### src/pkg/mdu_defs.vh
// Register map, field positions and timing counts of the multiply/divide unit
// Assumes inclusion by the unit's design file, one APB word per register
`ifndef MDU_DEFS_VH
`define MDU_DEFS_VH

// ====================================================================
// Register indices; byte address is four times each index
`define MDU_IDX_ACC0 8'hE9
`define MDU_IDX_ACC1 8'hEA
`define MDU_IDX_ACC2 8'hEB
`define MDU_IDX_ACC3 8'hEC
`define MDU_IDX_OPL 8'hED
`define MDU_IDX_OPH 8'hEE
`define MDU_IDX_CTRL 8'hEF

// ====================================================================
// Control register fields
`define MDU_CTRL_START_BIT 7
`define MDU_CTRL_SELECT_BIT 6

// ====================================================================
// Reset values
`define MDU_RST_BYTE 8'h00
`define MDU_RST_BIT 1'b0

// ====================================================================
// Timing: one operation takes this many system clock periods
`define MDU_OP_PERIODS 16
`define MDU_CNT_LAST 5'h10

`endif
### src/hdl/mdu_unit.v
// Multiply/divide unit with APB register access
// Assumes an APB master on pclk; software keeps off operands while busy
//
// What this block does
// - Unsigned 16x16 multiply to 32 bits; 32 by 16 bit divide.
// - Writing one to control bit 7 while idle launches one operation on held operands.
// - Start bit reads one while busy, zero once the result is ready.
// - Only writing one to start acts; writing zero changes nothing.
// - Bit 6 selects multiply at zero, divide at one; both reset zero.
// - Multiply: accumulator 1:0 times operand; product to accumulator 3:0.
// - Divide: accumulator by operand; quotient to accumulator, remainder operand.
// - Every operation finishes sixteen clock periods after its start.
`timescale 1ns/100ps
`default_nettype none
`include "mdu_defs.vh"

module mdu_unit (
  input wire pclk,
  input wire presetn,
  input wire psel,
  input wire penable,
  input wire pwrite,
  input wire [11:0] paddr,
  input wire [31:0] pwdata,
  input wire [3:0] pstrb,
  output reg [31:0] prdata,
  output wire pready,
  output wire pslverr,
  output wire busy
);

  // ==================================================================
  // Address decode helper
  function [2:0] mdu_decode;
    input [11:0] addr;
    begin
      if (addr[1:0] != 2'b00) begin
        mdu_decode = 3'd7;
      end else if (addr[11:2] == {2'b00, `MDU_IDX_ACC0}) begin
        mdu_decode = 3'd0;
      end else if (addr[11:2] == {2'b00, `MDU_IDX_ACC1}) begin
        mdu_decode = 3'd1;
      end else if (addr[11:2] == {2'b00, `MDU_IDX_ACC2}) begin
        mdu_decode = 3'd2;
      end else if (addr[11:2] == {2'b00, `MDU_IDX_ACC3}) begin
        mdu_decode = 3'd3;
      end else if (addr[11:2] == {2'b00, `MDU_IDX_OPL}) begin
        mdu_decode = 3'd4;
      end else if (addr[11:2] == {2'b00, `MDU_IDX_OPH}) begin
        mdu_decode = 3'd5;
      end else if (addr[11:2] == {2'b00, `MDU_IDX_CTRL}) begin
        mdu_decode = 3'd6;
      end else begin
        mdu_decode = 3'd7;
      end
    end
  endfunction

  localparam ST_IDLE = 1'b0;
  localparam ST_RUN = 1'b1;

  reg [31:0] acc_q;
  reg [15:0] opr_q;
  reg sel_q;
  reg state_q;
  reg [4:0] cnt_q;
  reg [31:0] res_acc_q;
  reg [15:0] res_opr_q;

  wire [2:0] reg_sel;
  wire wr_en;
  wire rd_en;
  wire start_req;
  wire [31:0] div_rem;

  // Remainder fits the divisor width, so the upper half is zero for any nonzero divisor
  assign div_rem = acc_q % {16'h0000, opr_q};

  // ==================================================================
  // APB slave: zero wait states, error on unmapped address
  assign reg_sel = mdu_decode(paddr);
  assign pready = 1'b1;
  assign pslverr = psel & penable & (reg_sel == 3'd7);
  assign wr_en = psel & penable & pwrite & (reg_sel != 3'd7) & pstrb[0];
  assign rd_en = psel & penable & ~pwrite;
  assign busy = (state_q == ST_RUN);

  // Start only on a written one and only when idle
  assign start_req = wr_en & (reg_sel == 3'd6) &
    pwdata[`MDU_CTRL_START_BIT] & ~busy;

  // ==================================================================
  // Read data register
  always @(posedge pclk or negedge presetn) begin
    if (!presetn) begin
      prdata <= 32'h0000_0000;
    end else if (rd_en) begin
      case (reg_sel)
        3'd0: prdata <= {24'h00_0000, acc_q[7:0]};
        3'd1: prdata <= {24'h00_0000, acc_q[15:8]};
        3'd2: prdata <= {24'h00_0000, acc_q[23:16]};
        3'd3: prdata <= {24'h00_0000, acc_q[31:24]};
        3'd4: prdata <= {24'h00_0000, opr_q[7:0]};
        3'd5: prdata <= {24'h00_0000, opr_q[15:8]};
        3'd6: prdata <= {24'h00_0000, busy, sel_q, 6'h00};
        default: prdata <= 32'h0000_0000;
      endcase
    end
  end

  // ==================================================================
  // Operation select bit, writable only while idle
  always @(posedge pclk or negedge presetn) begin
    if (!presetn) begin
      sel_q <= `MDU_RST_BIT;
    end else if (wr_en && reg_sel == 3'd6 && !busy) begin
      sel_q <= pwdata[`MDU_CTRL_SELECT_BIT];
    end
  end

  // ==================================================================
  // Sequencer: captures the result, then holds it sixteen cycles
  always @(posedge pclk or negedge presetn) begin
    if (!presetn) begin
      state_q <= ST_IDLE;
      cnt_q <= 5'h00;
      res_acc_q <= 32'h0000_0000;
      res_opr_q <= 16'h0000;
    end else begin
      case (state_q)
        ST_IDLE: begin
          if (start_req) begin
            state_q <= ST_RUN;
            cnt_q <= 5'h01;
            if (pwdata[`MDU_CTRL_SELECT_BIT]) begin
              // Divide by zero gives an all-ones quotient and accumulator 1:0 as remainder
              if (opr_q == 16'h0000) begin
                res_acc_q <= 32'hFFFF_FFFF;
                res_opr_q <= acc_q[15:0];
              end else begin
                res_acc_q <= acc_q / {16'h0000, opr_q};
                res_opr_q <= div_rem[15:0];
              end
            end else begin
              res_acc_q <= acc_q[15:0] * opr_q;
              res_opr_q <= opr_q;
            end
          end
        end
        ST_RUN: begin
          if (cnt_q == `MDU_CNT_LAST) begin
            state_q <= ST_IDLE;
            cnt_q <= 5'h00;
          end else begin
            cnt_q <= cnt_q + 5'h01;
          end
        end
        default: begin
          state_q <= ST_IDLE;
        end
      endcase
    end
  end

  // ==================================================================
  // Operand registers: software bytes, loaded with results at the end
  always @(posedge pclk or negedge presetn) begin
    if (!presetn) begin
      acc_q <= {4{`MDU_RST_BYTE}};
      opr_q <= {2{`MDU_RST_BYTE}};
    end else if (busy && cnt_q == `MDU_CNT_LAST) begin
      acc_q <= res_acc_q;
      opr_q <= res_opr_q;
    end else if (wr_en && !busy) begin
      case (reg_sel)
        3'd0: acc_q[7:0] <= pwdata[7:0];
        3'd1: acc_q[15:8] <= pwdata[7:0];
        3'd2: acc_q[23:16] <= pwdata[7:0];
        3'd3: acc_q[31:24] <= pwdata[7:0];
        3'd4: opr_q[7:0] <= pwdata[7:0];
        3'd5: opr_q[15:8] <= pwdata[7:0];
        default: acc_q <= acc_q;
      endcase
    end
  end

endmodule
`default_nettype wire

### config.mk
export PLATFORM = sky130hd
export DESIGN_NAME = mdu_unit
export DESIGN_NICKNAME = d
export VERILOG_FILES = /design/src/hdl/mdu_unit.v
export VERILOG_INCLUDE_DIRS = /design/src /design/src/pkg
export SDC_FILE = /design/constraint.sdc
export NUM_CORES = 2
export LEC_CHECK = 0
export ABC_AREA = 0
export BUFFER_PORTS_ARGS = -buffer_cell sky130_fd_sc_hd__buf_2
export CAP_MARGIN = 10
export CORE_UTILIZATION = 45
export CTS_CLUSTER_DIAMETER = 50
export CTS_CLUSTER_SIZE = 40
export DETAILED_ROUTE_END_ITERATION = 8
export PLACE_DENSITY = 0.72
export SLEW_MARGIN = 40
export SYNTH_ARGS = -nofsm -noshare
export SYNTH_HDL_FRONTEND = slang
export SYNTH_SLANG_ARGS = --single-unit
### constraint.sdc
create_clock -name pclk -period 100.2 [get_ports pclk]
set_input_delay 25.05 -clock pclk [delete_from_list [all_inputs] [get_ports pclk]]
set_output_delay 25.05 -clock pclk [all_outputs]
set_load 0.02 [all_outputs]
==> results.yml <==
floorplan:
  io_pins: 88
  die_w_um: 287.4
  initial_core_util: 0.4550
  dieArea_um2: 82580
  core_region_area_um2: 80550
  rows: 104
  die_h_um: 287.4
grt:
  first_global_vias: 34145
  grtUsageMet3: 0.04024
  grt_usage: 0.2640
  grt_antenna_before_repair: 0
  top_usage_layer: "met2"
  grt_use_met1: 0.3510
  grt_pass1_wl_um: 178500
  met2_usage: 0.4378
  grt_start_max_net_pins: 63
  overflow: 0
run:
  max-cap-violations: 0
worst_setup_path:
  worstSetupStartpointType: "flip-flop"
  critical_path_required_ps: 100430
  reg2reg_depth: 418
  path_delay_family: "compound AO/OA/AOI/OAI gates"
  r2r_end: "res_opr_q[7]"
  critPathMaxStageDelay_ps: 590
  ff2ff_setup_slack_ps: 6160
  critPathBufInv: 20
  path_max_fanout: 32
  slowest_stage: "or4_1"
  worst-setup-path-type: "reg2reg"
  critPathCaptureType: "flip-flop"
  rr_startpoint: "opr_q[6]"
  cp_common_cell: "o21a_1"
  worstPathArrival_ps: 94270
clock_tree:
  cts_root_buf: "clkbuf_16"
  clk_pin_slew_ps: 90
  cts_tree: "yes"
  postCtsHoldBufs: 0
  h-tree-depth: 3
  cts_buffers: 9
  clockBufferDepth: 2
  clkLatencyLatePin_ps: 370
  cts.sinks: 111
synthesis:
  ys_seq_elements: 111
  seq_area_frac_synth: 0.07579
  syn_avg_cell_area_um2: 7.562
  yosysUniqueCellTypes: 125
  ys.flop_type: "dfrtp_1"
  syn_inst: 4846
  synth_async_sr_flop_share: 1.000
  yosysWarnings: 0
  syn_area_um2: 36650
  synth_enable_flop_cells: 0
worst_hold_path:
  hold_start: "prdata[4]"
  whs_path_depth: 2
  hold_end: "prdata[4]"
  min_path_type: "reg2reg"
timing:
  clock_skew_ps: 9.900
  period_share: 0.9385
  slew_violations: 0
  worst_slew_margin_rel: 0.4399
  fmax_mhz: 10.63
  hold_viol_final: 0
  period_minus_slack_ps: 94040
  fin_tns_setup_ps: 0
  setup_viol: 0
  rsz0062_at_grt: "false"
  worst_pin_slew_ps: 840.1
placed_design:
  gp_congestion: 0.9399
  portBuffers: 35
  place_hpwl_um: 84140
detailed_routing:
  drtPass1Iterations: 7
  via_per_inst: 6.189
  wire_per_inst_um: 19.12
  drtIter0Drc: 2797
  routed_wl_um: 111500
  postRouteAntennaNets: 0
  num_vias: 36082
  drc: 0
finish:
  fin_nets: 5515
  seqCellArea_um2: 2783
  multiInputGateArea_um2: 31980
  drive_gt1_frac: 0.08344
  syn2layout_area_growth_pct: 4.978
  num-fill-cells: 7910
  diodes: 0
status:
  outcome: "completed"
-- stage by stage --
stage                     hold WS (ps)  instances  worst slack (ps)  cell area, µm²    util
after floorplan                  448.4       4869             13170           36730       -
after CTS                        486.2       5817              2673           38100  0.4730
final                            483.8       5830              6164           38470  0.4776
after global routing             500.7       5830             136.9           38470  0.4776
after detailed placement         465.8       5801              3056           37800  0.4692
after global placement           459.0       5799              3705           37740  0.4685
-- layout by cell type (no fill, tap or decap), drive strengths merged, types with 19 or more instances in the layout --
cell	Yosys	final
a211oi	60	60
a21o	100	100
a21oi	273	273
a31oi	46	46
and2	66	66
and3	32	32
buf	74	118
conb	2	25
dfrtp	111	111
fa	195	195
ha	502	502
inv	327	332
mux2	69	69
mux2i	98	98
nand2	611	611
nand2b	49	49
nand3	85	85
nand4	47	47
nor2	349	350
nor2b	19	19
nor3	228	228
nor4	34	34
o211ai	41	41
o21a	206	206
o21ai	269	269
o21bai	46	46
o22ai	30	30
o31ai	107	107
or2	51	51
or3	53	53
xnor2	140	140
xor2	84	84
-- cell usage after synthesis (all sizes together), types with 111 or more instances --
cell	count	area [µm²]
a21oi	273	1404
ha	502	6281
o21ai	269	1358
fa	195	3904
dfrtp	111	2778
clkbuf	160	601.8
inv	327	1227
nor3	228	1221
o21a	206	1546
xnor2	140	1226
nor2	349	1335
nand2	611	2298
-- kinds of logic after synthesis --
logic type / after synthesis / share of synthesized area
buffers and inverters: 568 / 0.06272
and+or+nand+nor: 1680 / 0.2205
muxes: 168 / 0.04858
AOI/OAI and AO/OA: 1394 / 0.2603
DFF: 111 / 0.07579
xor gates and xnor gates: 224 / 0.05353
adders and majority gates: 699 / 0.2785
other: 2 / 0.0002049
-- what timing repair did --
item                       4_1_cts  5_1_grt
buffers inserted                 0       12
resized for setup                0       55
setup endpoints to repair        0       17
-- worst reg2reg max path, delay by kind of cell (launching register included) --
family                     cells  cell delay [ps]
and+or+nand+nor               84            18510
AOI/OAI and AO/OA            273            57960
buffers and inverters         20             4130
DFF                            1              370
adders and majority gates     31             9790
muxes                         10             3210
-- layer usage --
metal | up-vias | wire [µm]
met2 | 1277 | 50320
met1 | 17211 | 48750
met3 | 258 | 8534
met4 | 0 | 3861
li1 | 17336 | -
met5 | - | 0
-- flip-flops by register name, summed over array words and instances (netlist names) --
register / flops
res_acc_q: 32
prdata: 8
cnt_q: 5
busy: 1
acc_q: 32
res_opr_q: 16
sel_q: 1
opr_q: 16
-- final cells by class --
class                      instances  share of cell area
multi-input combinational       4191              0.8312
sequential                       111             0.07233
tap                             1060             0.03447
inverter                         334             0.03259
timing repair buffer             118             0.02146
clock buffer                       9            0.005854
clock inverter                     7            0.002049
-- worst max path at each step --
stage | from | to | cells past startpoint
floorplan | opr_q[0] | res_opr_q[10] | 435
global placement | opr_q[15] | res_opr_q[7] | 408
detailed placement | opr_q[15] | res_opr_q[15] | 411
CTS | opr_q[15] | res_opr_q[15] | 412
global route | opr_q[6] | res_opr_q[12] | 422
finish | opr_q[6] | res_opr_q[7] | 418
Power is left out: the tool's default activity adds up to more than one toggle a clock period on the data nets, which glitch-free logic cannot reach.
